<file path="config.mk">
export PLATFORM = sky130hd
export DESIGN_NAME = tcc_capture_compare
export DESIGN_NICKNAME = d
export VERILOG_FILES = /design/src/pkg/tcc_pkg.sv /design/src/hdl/tcc_irq_gate.sv /design/src/hdl/tcc_capture_compare.sv
export SDC_FILE = /design/constraint.sdc
export NUM_CORES = 1
export LEC_CHECK = 0
export BUFFER_PORTS_ARGS = -buffer_cell sky130_fd_sc_hd__buf_2
export CORE_ASPECT_RATIO = 0.5
export CORE_MARGIN = 5
export CORE_UTILIZATION = 51
export CTS_CLUSTER_DIAMETER = 120
export DETAILED_ROUTE_END_ITERATION = 10
export MAX_ROUTING_LAYER = met4
export PLACE_DENSITY = 0.78
export SLEW_MARGIN = 20
export SYNTH_ARGS = -nofsm -noshare
export SYNTH_HDL_FRONTEND = slang
export SYNTH_SLANG_ARGS = --single-unit
</file>
<file path="constraint.sdc">
create_clock -name ref_clk -period 1.5 [get_ports ref_clk]
set_input_delay 0.225 -clock ref_clk [delete_from_list [all_inputs] [get_ports ref_clk]]
set_output_delay 0.225 -clock ref_clk [all_outputs]
set_load 0.01 [all_outputs]
</file>
<file path="src/pkg/tcc_pkg.sv">
// Constants, offsets and bit layout of the timer capture/compare and interrupt mask block.
package tcc_pkg;

    // ========================================
    // Bus geometry
    localparam int          ADDR_W      = 12;
    localparam int          DATA_W      = 8;
    localparam int          VALUE_W     = 16;
    localparam int          NUM_TIMERS  = 3;
    localparam int          NUM_SRC     = 4;
    localparam int          NUM_LINES   = NUM_TIMERS * NUM_SRC;

    // ========================================
    // Register offsets; the high byte of a 16-bit register sits at base plus HIGH_STEP.
    localparam logic [11:0] HIGH_STEP   = 12'h001;
    localparam logic [11:0] T1_MASK_OFS = 12'h06F;
    localparam logic [11:0] T3_MASK_OFS = 12'h071;
    localparam logic [11:0] T4_MASK_OFS = 12'h072;
    localparam logic [11:0] T1_FLAG_OFS = 12'h036;
    localparam logic [11:0] T3_FLAG_OFS = 12'h038;
    localparam logic [11:0] T4_FLAG_OFS = 12'h039;
    localparam logic [11:0] COUNT_OFS   = 12'h0A4;
    localparam logic [11:0] CAPTURE_OFS = 12'h0A6;
    localparam logic [11:0] CMP_A_OFS   = 12'h9A8;
    localparam logic [11:0] CMP_B_OFS   = 12'h0AA;

    // ========================================
    // Bit positions of the four sources inside mask and flag registers.
    localparam int          CAPTURE_BIT = 5;
    localparam int          MATCH_B_BIT = 2;
    localparam int          MATCH_A_BIT = 1;
    localparam int          OVERFL_BIT  = 0;

    // Index of each source inside the packed four-bit source vector.
    typedef enum logic [1:0] {
        SRC_OVERFLOW = 2'b00,
        SRC_MATCH_A  = 2'b01,
        SRC_MATCH_B  = 2'b10,
        SRC_CAPTURE  = 2'b11
    } tcc_src_type;

    // ========================================
    // Reset values
    localparam logic [15:0] VALUE_RESET = 16'h0000;
    localparam logic [7:0]  BYTE_RESET  = 8'h00;
    localparam logic [3:0]  SRC_RESET   = 4'h0;

    // Places a four-bit source vector at its register bit positions, other bits zero.
    function automatic logic [7:0] tcc_to_byte(input logic [3:0] src);
        logic [7:0] b;
        b = 8'h00;
        b[CAPTURE_BIT] = src[SRC_CAPTURE];
        b[MATCH_B_BIT] = src[SRC_MATCH_B];
        b[MATCH_A_BIT] = src[SRC_MATCH_A];
        b[OVERFL_BIT]  = src[SRC_OVERFLOW];
        return b;
    endfunction

    // Gathers the four implemented bits of a register byte.
    function automatic logic [3:0] tcc_from_byte(input logic [7:0] b);
        return {b[CAPTURE_BIT], b[MATCH_B_BIT], b[MATCH_A_BIT], b[OVERFL_BIT]};
    endfunction

endpackage

</file>
<file path="src/hdl/tcc_irq_gate.sv">
// Event flags and interrupt gating for all sources of the three timers.
`timescale 1ns/100ps
module tcc_irq_gate (
    // Clock and reset
    input  wire logic                          ref_clk,
    input  wire logic                          resetn,
    // Events, clears and masks, one bit per source line
    input  wire logic [tcc_pkg::NUM_LINES-1:0] events,
    input  wire logic [tcc_pkg::NUM_LINES-1:0] clears,
    input  wire logic [tcc_pkg::NUM_LINES-1:0] masks,
    input  wire logic                          global_irq_enable,
    // Flags and requests
    output logic      [tcc_pkg::NUM_LINES-1:0] flags,
    output logic      [tcc_pkg::NUM_LINES-1:0] irq
);
    import tcc_pkg::*;

    // ========================================
    // Per-line flag and gate
    genvar i;
    generate
        for (i = 0; i < NUM_LINES; i++) begin : g_line
            logic flag;
            // An event in the clearing cycle keeps the flag set.
            always_ff @(posedge ref_clk or negedge resetn) begin
                if (!resetn) begin
                    flag <= 1'b0;
                end else begin
                    flag <= events[i] | (flag & ~clears[i]);
                end
            end
            assign flags[i] = flag;
            assign irq[i] = flags[i] & masks[i] & global_irq_enable;
        end
    endgenerate

    // ========================================
    // Checks
    a_set_wins_clear: assert property (@(posedge ref_clk) disable iff (!resetn)
        (events != '0) |=> ((flags & $past(events)) == $past(events)))
        else $error("event lost against a clear");
    a_clear_drops_flag: assert property (@(posedge ref_clk) disable iff (!resetn)
        ((clears & ~events) != '0) |=> ((flags & $past(clears & ~events)) == '0))
        else $error("flag survived its clear");
    a_no_global_irq: assert property (@(posedge ref_clk) disable iff (!resetn)
        !global_irq_enable |-> (irq == '0))
        else $error("interrupt raised without global enable");
endmodule

</file>
<file path="src/hdl/tcc_capture_compare.sv">
// Timer 4 capture and compare registers with the shared high-byte latch and timer masks.
`timescale 1ns/100ps
module tcc_capture_compare (
    // Clock and reset
    input  wire logic                          ref_clk,
    input  wire logic                          resetn,
    // CPU data bus, byte wide
    input  wire logic [tcc_pkg::ADDR_W-1:0]    bus_addr,
    input  wire logic [tcc_pkg::DATA_W-1:0]    bus_wdata,
    input  wire logic                          bus_write,
    input  wire logic                          bus_read,
    output logic      [tcc_pkg::DATA_W-1:0]    bus_rdata,
    input  wire logic                          global_irq_enable,
    // Counter of timer 4
    input  wire logic [tcc_pkg::VALUE_W-1:0]   timer4_count,
    input  wire logic                          timer_tick,
    input  wire logic                          t4_overflow_event,
    output logic      [tcc_pkg::DATA_W-1:0]    high_byte_latch,
    // Capture source and mode
    input  wire logic                          capture_input_pin,
    input  wire logic                          capture_edge_rising,
    input  wire logic                          comparator_select,
    input  wire logic                          comparator_out,
    input  wire logic                          capture_is_top,
    output logic      [tcc_pkg::VALUE_W-1:0]   capture_top_value,
    // Waveform triggers
    output logic                               wave_out_a_trigger,
    output logic                               wave_out_b_trigger,
    // Events, vector acknowledges and requests of timers 1 and 3 and 4
    input  wire logic [tcc_pkg::NUM_SRC-1:0]   t1_events,
    input  wire logic [tcc_pkg::NUM_SRC-1:0]   t3_events,
    input  wire logic [tcc_pkg::NUM_SRC-1:0]   t1_vector_ack,
    input  wire logic [tcc_pkg::NUM_SRC-1:0]   t3_vector_ack,
    input  wire logic [tcc_pkg::NUM_SRC-1:0]   t4_vector_ack,
    output logic      [tcc_pkg::NUM_SRC-1:0]   t1_irq,
    output logic      [tcc_pkg::NUM_SRC-1:0]   t3_irq,
    output logic      [tcc_pkg::NUM_SRC-1:0]   t4_irq
);
    import tcc_pkg::*;

    // ========================================
    // Registers
    logic [VALUE_W-1:0]   timer4_capture_value;
    logic [VALUE_W-1:0]   timer4_compare_a_value;
    logic [VALUE_W-1:0]   timer4_compare_b_value;
    logic [NUM_LINES-1:0] mask_bits;
    logic [NUM_LINES-1:0] flag_bits;
    logic [NUM_LINES-1:0] irq_bits;
    logic                 source_prev;
    logic                 source_valid;
    logic                 block_pending;

    // ========================================
    // Address decode
    wire wr_cap_lo  = bus_write && (bus_addr == CAPTURE_OFS);
    wire wr_cap_hi  = bus_write && (bus_addr == CAPTURE_OFS + HIGH_STEP);
    wire wr_cma_lo  = bus_write && (bus_addr == CMP_A_OFS);
    wire wr_cma_hi  = bus_write && (bus_addr == CMP_A_OFS + HIGH_STEP);
    wire wr_cmb_lo  = bus_write && (bus_addr == CMP_B_OFS);
    wire wr_cmb_hi  = bus_write && (bus_addr == CMP_B_OFS + HIGH_STEP);
    wire wr_cnt_lo  = bus_write && (bus_addr == COUNT_OFS);
    wire wr_cnt_hi  = bus_write && (bus_addr == COUNT_OFS + HIGH_STEP);
    wire rd_cap_lo  = bus_read && (bus_addr == CAPTURE_OFS);
    wire rd_cnt_lo  = bus_read && (bus_addr == COUNT_OFS);
    wire wr_any_hi  = wr_cap_hi | wr_cma_hi | wr_cmb_hi | wr_cnt_hi;

    // Every high-byte write and every low-byte snapshot go through one latch.
    wire [DATA_W-1:0] next_high_byte_latch =
        wr_any_hi ? bus_wdata :
        rd_cap_lo ? timer4_capture_value[15:8] :
        rd_cnt_lo ? timer4_count[15:8] :
        high_byte_latch;

    always_ff @(posedge ref_clk or negedge resetn) begin
        if (!resetn) begin
            high_byte_latch <= BYTE_RESET;
        end else begin
            high_byte_latch <= next_high_byte_latch;
        end
    end

    // ========================================
    // Input capture
    wire capture_source = comparator_select ? comparator_out : capture_input_pin;
    // The first sample after reset only primes the detector, so an idle-high pin makes no edge.
    wire rise_seen      = capture_source & ~source_prev;
    wire fall_seen      = ~capture_source & source_prev;
    wire capture_edge   = source_valid && (capture_edge_rising ? rise_seen : fall_seen);
    wire capture_event  = capture_edge && !capture_is_top;
    wire top_reached    = capture_is_top && timer_tick
                          && (timer4_count == timer4_capture_value);

    wire [VALUE_W-1:0] next_capture_value =
        capture_event ? timer4_count :
        wr_cap_lo     ? {high_byte_latch, bus_wdata} :
        timer4_capture_value;

    always_ff @(posedge ref_clk or negedge resetn) begin
        if (!resetn) begin
            source_prev          <= 1'b0;
            source_valid         <= 1'b0;
            timer4_capture_value <= VALUE_RESET;
        end else begin
            source_prev          <= capture_source;
            source_valid         <= 1'b1;
            timer4_capture_value <= next_capture_value;
        end
    end

    assign capture_top_value = timer4_capture_value;

    // ========================================
    // Compare units
    wire eq_a    = (timer4_count == timer4_compare_a_value);
    wire eq_b    = (timer4_count == timer4_compare_b_value);
    wire match_a = timer_tick && eq_a && !block_pending;
    wire match_b = timer_tick && eq_b && !block_pending;

    // A counter write blocks the first timer clock that follows it.
    wire next_block_pending = wr_cnt_lo | (block_pending & ~timer_tick);

    wire [VALUE_W-1:0] next_compare_a =
        wr_cma_lo ? {high_byte_latch, bus_wdata} : timer4_compare_a_value;
    wire [VALUE_W-1:0] next_compare_b =
        wr_cmb_lo ? {high_byte_latch, bus_wdata} : timer4_compare_b_value;

    always_ff @(posedge ref_clk or negedge resetn) begin
        if (!resetn) begin
            timer4_compare_a_value <= VALUE_RESET;
            timer4_compare_b_value <= VALUE_RESET;
            block_pending          <= 1'b0;
            wave_out_a_trigger     <= 1'b0;
            wave_out_b_trigger     <= 1'b0;
        end else begin
            timer4_compare_a_value <= next_compare_a;
            timer4_compare_b_value <= next_compare_b;
            block_pending          <= next_block_pending;
            wave_out_a_trigger     <= match_a;
            wave_out_b_trigger     <= match_b;
        end
    end

    // ========================================
    // Masks, flags and interrupt requests
    localparam logic [NUM_TIMERS-1:0][11:0] MASK_OFS_LIST = {T4_MASK_OFS, T3_MASK_OFS,
                                                             T1_MASK_OFS};
    localparam logic [NUM_TIMERS-1:0][11:0] FLAG_OFS_LIST = {T4_FLAG_OFS, T3_FLAG_OFS,
                                                             T1_FLAG_OFS};

    wire [NUM_SRC-1:0] t4_events = {capture_event | top_reached, match_b, match_a,
                                    t4_overflow_event};
    wire [NUM_LINES-1:0] all_events = {t4_events, t3_events, t1_events};
    wire [NUM_LINES-1:0] all_acks   = {t4_vector_ack, t3_vector_ack, t1_vector_ack};
    wire [NUM_LINES-1:0] w1c_bits;
    wire [NUM_TIMERS-1:0][DATA_W-1:0] mask_bytes;
    wire [NUM_TIMERS-1:0][DATA_W-1:0] flag_bytes;
    wire [NUM_TIMERS-1:0] mask_hit;
    wire [NUM_TIMERS-1:0] flag_hit;

    genvar t;
    generate
        for (t = 0; t < NUM_TIMERS; t++) begin : g_timer
            wire mask_wr = bus_write && (bus_addr == MASK_OFS_LIST[t]);
            wire flag_wr = bus_write && (bus_addr == FLAG_OFS_LIST[t]);
            logic [NUM_SRC-1:0] enables;
            assign mask_bits[t*NUM_SRC +: NUM_SRC] = enables;
            assign mask_hit[t]   = (bus_addr == MASK_OFS_LIST[t]);
            assign flag_hit[t]   = (bus_addr == FLAG_OFS_LIST[t]);
            assign mask_bytes[t] = tcc_to_byte(mask_bits[t*NUM_SRC +: NUM_SRC]);
            assign flag_bytes[t] = tcc_to_byte(flag_bits[t*NUM_SRC +: NUM_SRC]);
            assign w1c_bits[t*NUM_SRC +: NUM_SRC] =
                flag_wr ? tcc_from_byte(bus_wdata) : SRC_RESET;
            always_ff @(posedge ref_clk or negedge resetn) begin
                if (!resetn) begin
                    enables <= SRC_RESET;
                end else if (mask_wr) begin
                    // Bits 5, 2, 1 and 0 map to capture, B, A and overflow.
                    enables <= tcc_from_byte(bus_wdata);
                end
            end
        end
    endgenerate

    tcc_irq_gate u_gate (
        .ref_clk           (ref_clk),
        .resetn            (resetn),
        .events            (all_events),
        .clears            (w1c_bits | all_acks),
        .masks             (mask_bits),
        .global_irq_enable (global_irq_enable),
        .flags             (flag_bits),
        .irq               (irq_bits)
    );

    assign t1_irq = irq_bits[0 +: NUM_SRC];
    assign t3_irq = irq_bits[NUM_SRC +: NUM_SRC];
    assign t4_irq = irq_bits[2*NUM_SRC +: NUM_SRC];

    // ========================================
    // Read data
    wire [DATA_W-1:0] mask_rd = mask_hit[0] ? mask_bytes[0] :
                                mask_hit[1] ? mask_bytes[1] :
                                mask_hit[2] ? mask_bytes[2] : BYTE_RESET;
    wire [DATA_W-1:0] flag_rd = flag_hit[0] ? flag_bytes[0] :
                                flag_hit[1] ? flag_bytes[1] :
                                flag_hit[2] ? flag_bytes[2] : BYTE_RESET;
    wire [DATA_W-1:0] read_mux =
        (bus_addr == CAPTURE_OFS)             ? timer4_capture_value[7:0] :
        (bus_addr == CAPTURE_OFS + HIGH_STEP) ? high_byte_latch :
        (bus_addr == COUNT_OFS)               ? timer4_count[7:0] :
        (bus_addr == COUNT_OFS + HIGH_STEP)   ? high_byte_latch :
        (bus_addr == CMP_A_OFS)               ? timer4_compare_a_value[7:0] :
        (bus_addr == CMP_A_OFS + HIGH_STEP)   ? timer4_compare_a_value[15:8] :
        (bus_addr == CMP_B_OFS)               ? timer4_compare_b_value[7:0] :
        (bus_addr == CMP_B_OFS + HIGH_STEP)   ? timer4_compare_b_value[15:8] :
        (mask_hit != '0)                      ? mask_rd :
        flag_rd;

    always_ff @(posedge ref_clk or negedge resetn) begin
        if (!resetn) begin
            bus_rdata <= BYTE_RESET;
        end else if (bus_read) begin
            bus_rdata <= read_mux;
        end
    end

    // ========================================
    // Checks
    a_capture_copy: assert property (@(posedge ref_clk) disable iff (!resetn)
        capture_event |=> (timer4_capture_value == $past(timer4_count)))
        else $error("capture did not copy the count");
    a_capture_off_top: assert property (@(posedge ref_clk) disable iff (!resetn)
        (capture_is_top && !wr_cap_lo) |=> $stable(timer4_capture_value))
        else $error("capture taken while used as top");
    a_read_snapshot: assert property (@(posedge ref_clk) disable iff (!resetn)
        rd_cap_lo |=> (high_byte_latch == $past(timer4_capture_value[15:8])))
        else $error("capture high byte not latched on low read");
    a_compare_commit: assert property (@(posedge ref_clk) disable iff (!resetn)
        wr_cma_lo |=> (timer4_compare_a_value == {$past(high_byte_latch), $past(bus_wdata)}))
        else $error("compare A not committed from latch");
    a_match_flag_next: assert property (@(posedge ref_clk) disable iff (!resetn)
        (timer_tick && eq_b && !block_pending)
        |=> (wave_out_b_trigger && flag_bits[2*NUM_SRC + SRC_MATCH_B]))
        else $error("compare B match not flagged next cycle");
    a_match_a_flag: assert property (@(posedge ref_clk) disable iff (!resetn)
        (timer_tick && eq_a && !block_pending)
        |=> (wave_out_a_trigger && flag_bits[2*NUM_SRC + SRC_MATCH_A]))
        else $error("compare A match not flagged next cycle");
    a_write_arms: assert property (@(posedge ref_clk) disable iff (!resetn)
        wr_cnt_lo |=> block_pending)
        else $error("counter write did not arm the match block");
    a_write_blocks: assert property (@(posedge ref_clk) disable iff (!resetn)
        (block_pending && timer_tick) |=> (!wave_out_a_trigger && !wave_out_b_trigger))
        else $error("match after counter write not suppressed");
    a_block_once: assert property (@(posedge ref_clk) disable iff (!resetn)
        (block_pending && timer_tick && !wr_cnt_lo) |=> !block_pending)
        else $error("match block outlived one timer clock");
    a_latch_write: assert property (@(posedge ref_clk) disable iff (!resetn)
        wr_any_hi |=> (high_byte_latch == $past(bus_wdata)))
        else $error("high byte write missed the shared latch");
    a_top_flag: assert property (@(posedge ref_clk) disable iff (!resetn)
        top_reached |=> flag_bits[2*NUM_SRC + SRC_CAPTURE])
        else $error("capture flag not set at top");
    a_mask_zero_bits: assert property (@(posedge ref_clk) disable iff (!resetn)
        (bus_read && mask_hit != '0) |=> (bus_rdata[7:6] == 2'b00 && bus_rdata[4:3] == 2'b00))
        else $error("unimplemented mask bits read non-zero");
    a_capture_irq_gate: assert property (@(posedge ref_clk) disable iff (!resetn)
        (flag_bits[2*NUM_SRC + SRC_CAPTURE] && global_irq_enable)
        |-> (t4_irq[SRC_CAPTURE] == mask_bits[2*NUM_SRC + SRC_CAPTURE]))
        else $error("capture interrupt not following its mask");
    a_match_b_gate: assert property (@(posedge ref_clk) disable iff (!resetn)
        (flag_bits[2*NUM_SRC + SRC_MATCH_B] && global_irq_enable)
        |-> (t4_irq[SRC_MATCH_B] == mask_bits[2*NUM_SRC + SRC_MATCH_B]))
        else $error("compare B interrupt not following its mask");
    a_match_a_gate: assert property (@(posedge ref_clk) disable iff (!resetn)
        (flag_bits[NUM_SRC + SRC_MATCH_A] && global_irq_enable)
        |-> (t3_irq[SRC_MATCH_A] == mask_bits[NUM_SRC + SRC_MATCH_A]))
        else $error("compare A interrupt not following its mask");
    a_overflow_gate: assert property (@(posedge ref_clk) disable iff (!resetn)
        (flag_bits[SRC_OVERFLOW] && global_irq_enable)
        |-> (t1_irq[SRC_OVERFLOW] == mask_bits[SRC_OVERFLOW]))
        else $error("overflow interrupt not following its mask");
endmodule

</file>
==> metrics.md, run 1 <==
| Metric | Value |
|---|---|
| Outcome | complete, but fails checks |
| Violated checks | negative setup slack |
| ANT cells | 0 |
| PD cells | roughly 830 nW/um^2 |
| Final setup viols | 76 |
| Yosys warnings | 0 |
| Area delta synth->final | 50.2% |
| DRT Wirelength | approximately 25000 um |
| Port bufs | roughly 110 |
| Final period utilization | 133% |
| WS Path Type | in -> reg |
| Seq/Total Area, Yosys | 40.1% |
| First-pass GRT wire length | ~34000 um |
| Cell variety after synth | 68 |
| EDFF count, synth | 0 |
| Detailed placement HPWL | around 15000 um |
| Post-Synthesis Net Count | ~660 |
| Util after Layout | 78.9% |
| DRC Markers | 0 |
| GR Overflow Total | 0 |
| Clock buffer depth | 2 |
| Number of global-route vias before repair | 6242 |
| Final ANT Viol Nets | 0 |
| Worst Reg-to-Reg Cells | 6 |
| CTS root buffer | clkbuf_16 |
| GPL Wtd Cong | 1.01 |
| Cell count after synthesis | slightly below 600 |
| Clock Skew | roughly 0.013 ns |
| Share of cells above drive strength 1 | just over 50% |
| Footprint of the multi-input gates | around 3600 um^2 |
| Largest fanout on the critical path | 6 |
| Async set-reset flop share out of synthesis | 100% |
| Setup WS post-layout | -0.496 ns |
| Initial antenna violation count | 0 |
| Gr usage total | about a third |
| Post-layout nets | slightly above 900 |
| Hold path depth | 2 |
| Total area of sequential cells | ~2300 um^2 |
| Hold slack | ~0.062 ns |
| H-tree depth | 3 |
| Slew Limit Fails | 0 |
| Vias per cell | 6.53 |
| Achievable clock frequency | between 0.5 and 0.6 GHz |
| Hold Path Class | in -> reg |
| Worst EP required | approximately 1.7 ns |
| Clock Latency Late Sink | 0.36 ns |
| Initial Utilization | 52.5% |
| Largest net degree at the start of global routing | 94 |
| Top Ports | about 110 |
| Initial DRC Count | around 800 |
| Post-synth top flop | dfrtp_1 |
| Relative slew margins | about 66% |
| Minimum clock period | around 2 ns |
| Startpoint Class | primary input |
| Setup crit end | capture_top_value[8] |
| Reg-to-reg startpoint | capture_top_value[8] |
| Peak VDD IR | approximately 0.64 mV |
| Core Footprint | 11000 um^2 |
| Synthesized cell area | 5800 um^2 |
| Total CTS buffers | 9 |
| Max_cap viols | 0 |
| Worst Setup SP | bus_addr[10] |
| Die Y-Extent | between 80 and 90 um |
| LEAKAGE | around 4.3 nW |
| Final Hold Fails | 0 |
| Tot Pwr | just over 7 mW |
| #FFs+latches synth | 93 |
| Horiz. Die Dim | ~160 um |
| Reg clk slew, reported paths | 0.07 ns |
| Critical Path AT | around 2.2 ns |
| Pre-antenna DRT Iters | 7 |
| Row Count | 27 |
| Least-Margin Pin Slew | approximately 0.51 ns |
| Reg2reg setup slack | -0.48 ns |
| WL/cell | roughly 25 um |
| TritonCTS clock tree | done |
| Die ar. | 13700 um^2 |
| Vias | 6582 |
| Syn avg cell area | approximately 9.8 um^2 |
| CP endpoint kind | flop |
| Total clock sinks | 93 |
| RSZ-0062 raised after global routing | yes |
| Worst reg2reg path endpoint | u_gate.g_line[11].flag |
| Final setup TNS | -21.78 ns |
| Filler cell count | around 670 |
## layout by cell type, fill, tap and decap left out, types with 6 or more instances in the layout
cell type,instances
nand2b_1,7
and3_1,13
nand2_1,56
nor2_1,14
buf_12,8
buf_6,17
o21ai_0,11
nand2_2,8
a21oi_1,10
buf_4,152
xor2_1,35
inv_1,23
nand4_1,9
and3b_1,7
xnor2_1,12
mux2i_1,21
o21ai_1,27
dfrtp_1,93
buf_2,111
o211ai_1,9
nor2b_1,8
mux2_2,44
clkbuf_16,10
nand3_1,11
a31o_2,11
o21ai_2,6
## critical path, stage by stage
cell and delay [ns]:
buf_6 0.09, or4_4 0.54, buf_4 0.17, buf_6 0.12, nor3_4 0.20, buf_12 0.16, nand3_4 0.10, buf_12 0.17
mux2i_4 0.19, o21ai_1 0.27
## synthesized netlist by cell type, types with 2 or more instances
master,number,share of area [%]
dfrtp_1,93,40
nand2_1,64,4.1
mux2_2,45,8.7
o21ai_0,43,3.7
xor2_1,36,5.4
clkbuf_1,27,1.7
inv_1,24,1.6
mux2i_1,23,4.0
and3_1,15,1.6
nor2_1,15,0.97
nand3_1,13,1.1
a21oi_1,12,1.0
a31o_2,12,1.8
xnor2_1,12,1.8
nand4_1,9,0.97
nor2b_1,9,0.97
nor3_1,9,0.78
o211ai_1,9,1.2
nor4_1,8,0.86
and3b_1,7,1.1
buf_2,7,0.60
nand2b_1,7,0.75
o311ai_0,7,1.1
a31oi_1,6,0.65
a221oi_1,5,0.75
and4_1,4,0.60
mux2_4,4,1.0
nor3b_1,4,0.52
o22ai_1,4,0.43
a2111oi_0,3,0.45
a222oi_1,3,0.52
a22o_1,3,0.45
a22oi_1,3,0.39
buf_6,3,0.58
nor4_4,3,1.1
a32o_1,2,0.35
a41oi_1,2,0.30
buf_4,2,0.26
nand3b_1,2,0.26
nor4bb_1,2,0.35
o21a_1,2,0.26
o311ai_1,2,0.30
o32ai_1,2,0.30
or2_2,2,0.22
## repair_timing
item                                    in CTS  in global routing
cloned                                       2                  1
endpoints found under the setup margin      86                 86
pin swaps                                   26                 20
setup buffers                                9                 11
endpoints found under the hold margin       93                  0
hold buffers                                 1                  0
gates resized for setup                     74                 50
## worst min-delay path by stage
stage	startpoint	to	slack, ns
after global placement	resetn	capture_top_value[12]	0.31
after detailed placement	resetn	capture_top_value[12]	0.32
after global routing	t3_events[3]	u_gate.g_line[7].flag	0.06
after floorplan	resetn	block_pending	-0.07
final	t1_events[3]	u_gate.g_line[3].flag	0.06
after CTS	t4_overflow_event	u_gate.g_line[8].flag	0.06
## kinds of logic after synthesis
| logic type | Yosys count | share of synthesized area (%) |
|---|---|---|
| XOR/XNOR | 48 | 7.25 |
| AND/OR/NAND/NOR | 187 | 18.9 |
| AO/OA/AOI/OAI | 128 | 15.2 |
| buffers and inverters | 64 | 4.81 |
| multiplexers | 72 | 13.7 |
| other | 1 | 0.0646 |
| flip-flops | 93 | 40.1 |
## registers in the layout, indices dropped and copies added, names as in the netlist
register,flops
capture_top_value,16
timer4_compare_a_value,16
timer4_compare_b_value,16
g_timer.enables,12
u_gate.g_line.flag,12
bus_rdata,8
high_byte_latch,8
block_pending,1
source_prev,1
source_valid,1
wave_out_a_trigger,1
wave_out_b_trigger,1
## power by group
group          internal, mW  switching [mW]
sequential             2.67           0.172
combinational         0.713           0.886
clock                  1.65            1.11
total                  5.03            2.16
## per-stage QoR
stage | std cells | area, um^2 | setup WS, ns
2_1_floorplan | 593 | 5910 | -0.500
3_3_place_gp | 971 | 7710 | -0.608
3_5_place_dp | 971 | 7710 | -0.698
4_1_cts | 998 | 8390 | -0.361
5_1_grt | 1008 | 8710 | -0.620
6_report | 1008 | 8710 | -0.496
## per-layer routing
layer	global-route usage, %	up-vias	wire length [um]
met1	40.9	3120	9430
li1	-	2716	-
met2	51.6	560	10900
met4	14.5	0	1540
met5	-	-	0
met3	9.46	186	3130
## area by class of cell
type                    instances  share of cell area (%)
well taps                     145                    2.08
flip-flops and latches         93                    26.7
repair buffers                294                    24.7
clock buffers                   9                    2.58
inverters                      24                    1.03
clock inverters                 6                    1.36
multi-input cells             437                    41.5
Note: power is estimated with default switching activity, not from simulation.
==> run 2: changes to the inputs <==
CORE_UTILIZATION = 52   (was 51)
PLACE_DENSITY = 0.76   (was 0.78)
clock period = 2.6 ns   (was 1.5 ns; I/O delays follow)
==> run 2 against run 1 <==
The run ends with negative hold slack left. Critical path depth down 2. Worst hold slack worse by 0.078 ns. First-iteration DRC count down 39%. Sequential power down 42%. Final cell count down 15%. Sequential share of layout area up 7.1 points. Total power down 50%. Register-to-register slack better by 1.0 ns. Clock power down 52%. Non-clock buffer count down 156. Die area down 1.8%. Critical path type unchanged. Critical endpoint is now high_byte_latch[3]. Largest power group unchanged.
==> metrics.md, run 2 (synthesized netlist as in run 1, its figures left out) <==
| Metric | Value |
|---|---|
| Outcome | complete, but fails checks (unchanged) |
| Violated checks | negative hold slack (was negative setup slack) |
| Busiest grt layer | met2 (unchanged) |
| Sequential group share of total power | 46.0% (was 39.5%) |
| Gr usage total | 28.8% (was 33.2%) |
| Row Count | 27 (unchanged) |
| Total clock sinks | 93 (unchanged) |
| Post-layout nets | 770 (was 927) |
| Largest fanout on the critical path | 8 (was 6) |
| Tot Pwr | 3.61 mW (was 7.19 mW) |
| Final period utilization | between 80% and 90% |
| Critical path cell sequence | buf_2 -> or4_1 -> buf_4 -> nor3_4 -> o21a_1 -> buf_4 -> o211ai_1 -> o311ai_0 (was buf_6 -> or4_4 -> buf_4 -> buf_6 -> nor3_4 -> buf_12 -> nand3_4 -> buf_12 -> mux2i_4 -> o21ai_1) |
| Achievable clock frequency | ~0.46 GHz |
| Footprint of the multi-input gates | 3200 um^2 (was 3620 um^2) |
| Postcts setup bufs | 0 (was 9) |
| Slew Limit Fails | 0 (unchanged) |
| Max_cap viols | 0 (unchanged) |
| GRT met2 Usage | 42.4% (was 51.6%) |
| Die ar. | 13500 um^2 (was 13700 um^2) |
| Minimum clock period | approximately 2.2 ns |
| Horiz. Die Dim | 159 um (was 161 um) |
| Share of cells above drive strength 1 | 32.4% (was 51.0%) |
| Clock share of power | 36.3% (was 38.3%) |
| Port bufs | 113 (unchanged) |
| CP endpoint kind | flop (unchanged) |
| Total CTS buffers | 9 (unchanged) |
| CP delay by family, top | simple AND/OR/NAND/NOR gates (unchanged) |
| Commonest non-fill, non-tap cell in the layout | buf_2 (was buf_4) |
| Slowest stage delay, CP | 0.59 ns (was 0.54 ns) |
| Worst EP required | 2.82 ns (was 1.74 ns) |
| Initial Utilization | 53.0% (was 52.5%) |
| Worst path bufs/invs | 3 (was 5) |
| Vias | 5247 (was 6582) |
| GR Overflow Total | 0 (unchanged) |
| Area delta synth->final | 18.7% (was 50.2%) |
| Reg2reg setup slack | 0.56 ns (was -0.48 ns) |
| Relative slew margins | 62.2% (was 65.9%) |
| Startpoint Class | primary input (unchanged) |
| LEAKAGE | 3.36 nW (was 4.30 nW) |
| Util after Layout | 62.9% (was 78.9%) |
| Core Footprint | 10900 um^2 (was 11000 um^2) |
| RSZ-0062 raised after global routing | no (was yes) |
| Critical Path AT | 2.40 ns (was 2.24 ns) |
| PD cells | 524 nW/um^2 (was 825 nW/um^2) |
| Reg clk slew, reported paths | 0.07 ns (about the same) |
| Initial DRC Count | 493 (was 803) |
| P_sw | 1.06 mW (was 2.16 mW) |
| WL/cell | 21.9 um (was 24.8 um) |
| Final Hold Fails | 22 (was 0) |
| Clock buffer depth | 2 (unchanged) |
| Hold Path Class | in -> async (was in -> reg) |
| Pre-antenna DRT Iters | 5 (was 7) |
| Initial antenna violation count | 0 (unchanged) |
| WS Path Type | in -> reg (unchanged) |
| Least-Margin Pin Slew | 0.559 ns (was 0.511 ns) |
| Clock Latency Late Sink | 0.35 ns (was 0.36 ns) |
| DRT Wirelength | 18700 um (was 25000 um) |
| TritonCTS clock tree | done (unchanged) |
| Most frequent cells in the layout | 112 x buf_2, 93 x dfrtp_1, 64 x nand2_1, 45 x mux2_2, 43 x o21ai_0 (was 152 x buf_4, 111 x buf_2, 93 x dfrtp_1, 56 x nand2_1, 44 x mux2_2) |
| Critical-path top delay cell | or4_1 (was or4_4) |
| Switching share of power | 29.4% (was 30.1%) |
| CTS Hold Bufs | 0 (was 1) |
| Cts repair resizes | 0 (was 74) |
| Peak VDD IR | 0.312 mV (was 0.637 mV) |
| Detailed placement HPWL | 13800 um (was 15200 um) |
| Hold slack | -0.0156 ns (was 0.0620 ns) |
| GPL Wtd Cong | 0.954 (was 1.01) |
| Logic pwr share | 17.7% (was 22.2%) |
| ANT cells | 0 (unchanged) |
| Final ANT Viol Nets | 0 (unchanged) |
| Number of global-route vias before repair | 5238 (was 6242) |
| Final setup TNS | 0 ns (was -21.78 ns) |
| H-tree depth | 3 (unchanged) |
| Top Ports | 114 (unchanged) |
| Die Y-Extent | 84.7 um (was 85.4 um) |
| Clock Skew | 0.00728 ns (was 0.0127 ns) |
| First-pass GRT wire length | 29900 um (was 34400 um) |
| Vias per cell | 6.16 (was 6.53) |
| Grt met3 use | 7.45% (was 9.46%) |
| CTS root buffer | clkbuf_16 (unchanged) |
| Cell mode on critical path | buf_4 |
| Largest net degree at the start of global routing | 41 (was 94) |
| Total area of sequential cells | 2330 um^2 (unchanged) |
| Filler cell count | 924 (was 671) |
| Met1 Resource Use GR | 39.1% (was 40.9%) |
| Final setup viols | 0 (was 76) |
| DRC Markers | 0 (unchanged) |
| Internal power | 2.55 mW (was 5.03 mW) |
==> run 2: area by class of cell <==
cell class / count / area share (%)
inverter: 24 / 1.31
timing repair buffer: 138 / 11.5
tap: 145 / 2.63
clock inverter: 3 / 0.381
sequential: 93 / 33.8
multi-input combinational: 436 / 46.4
clock buffer: 13 / 3.92
==> run 2: metrics by stage <==
step                      cell area (um^2)  worst slack, ns  instances  hold WS [ns]
after floorplan                       5800            0.400        593        0.0944
after global placement                6590           0.0959        836         0.367
after detailed placement              6590           0.0965        836         0.371
after CTS                             6890            0.428        852      0.000533
after global routing                  6890            0.229        852        0.0233
final                                 6890            0.411        852       -0.0156
==> run 2: worst paths after layout <==
path                                            from                         to  cells after the start
worst max-delay path                     bus_addr[8]         high_byte_latch[3]                      8
worst min-delay path                          resetn  timer4_compare_a_value[7]                      1
worst max register to register  capture_top_value[4]     u_gate.g_line[11].flag                      5
worst min register to register          bus_rdata[0]               bus_rdata[0]                      2
max in group asynchronous                     resetn      u_gate.g_line[3].flag                      2
min in group ref_clk                    t3_events[2]      u_gate.g_line[6].flag                      2
==> run 2: per-layer routing <==
metal,share of wire [%],vias to the layer above,routed length [um]
li1,-,2384,-
met3,9.2,44,1720
met4,2.2,0,402
met2,45,275,8330
met1,44,2544,8200
met5,0,-,0
==> run 2: power groups by stage <==
stage          logic (mW)  clock network (mW)  registers [mW]
2_1_floorplan       0.309                   0            1.69
3_3_place_gp        0.619                   0            1.68
3_5_place_dp        0.634                   0            1.68
4_1_cts             0.638                1.33            1.65
5_1_grt             0.697                1.40            1.67
6_report            0.639                1.31            1.66
==> run 2: worst register-to-register path, stage by stage, from the launching register on <==
cell,delay [ns]
dfrtp_1,0.44
xor2_1,0.18
nor4_1,0.48
nand4_1,0.16
nor4_1,0.53
or3_1,0.18
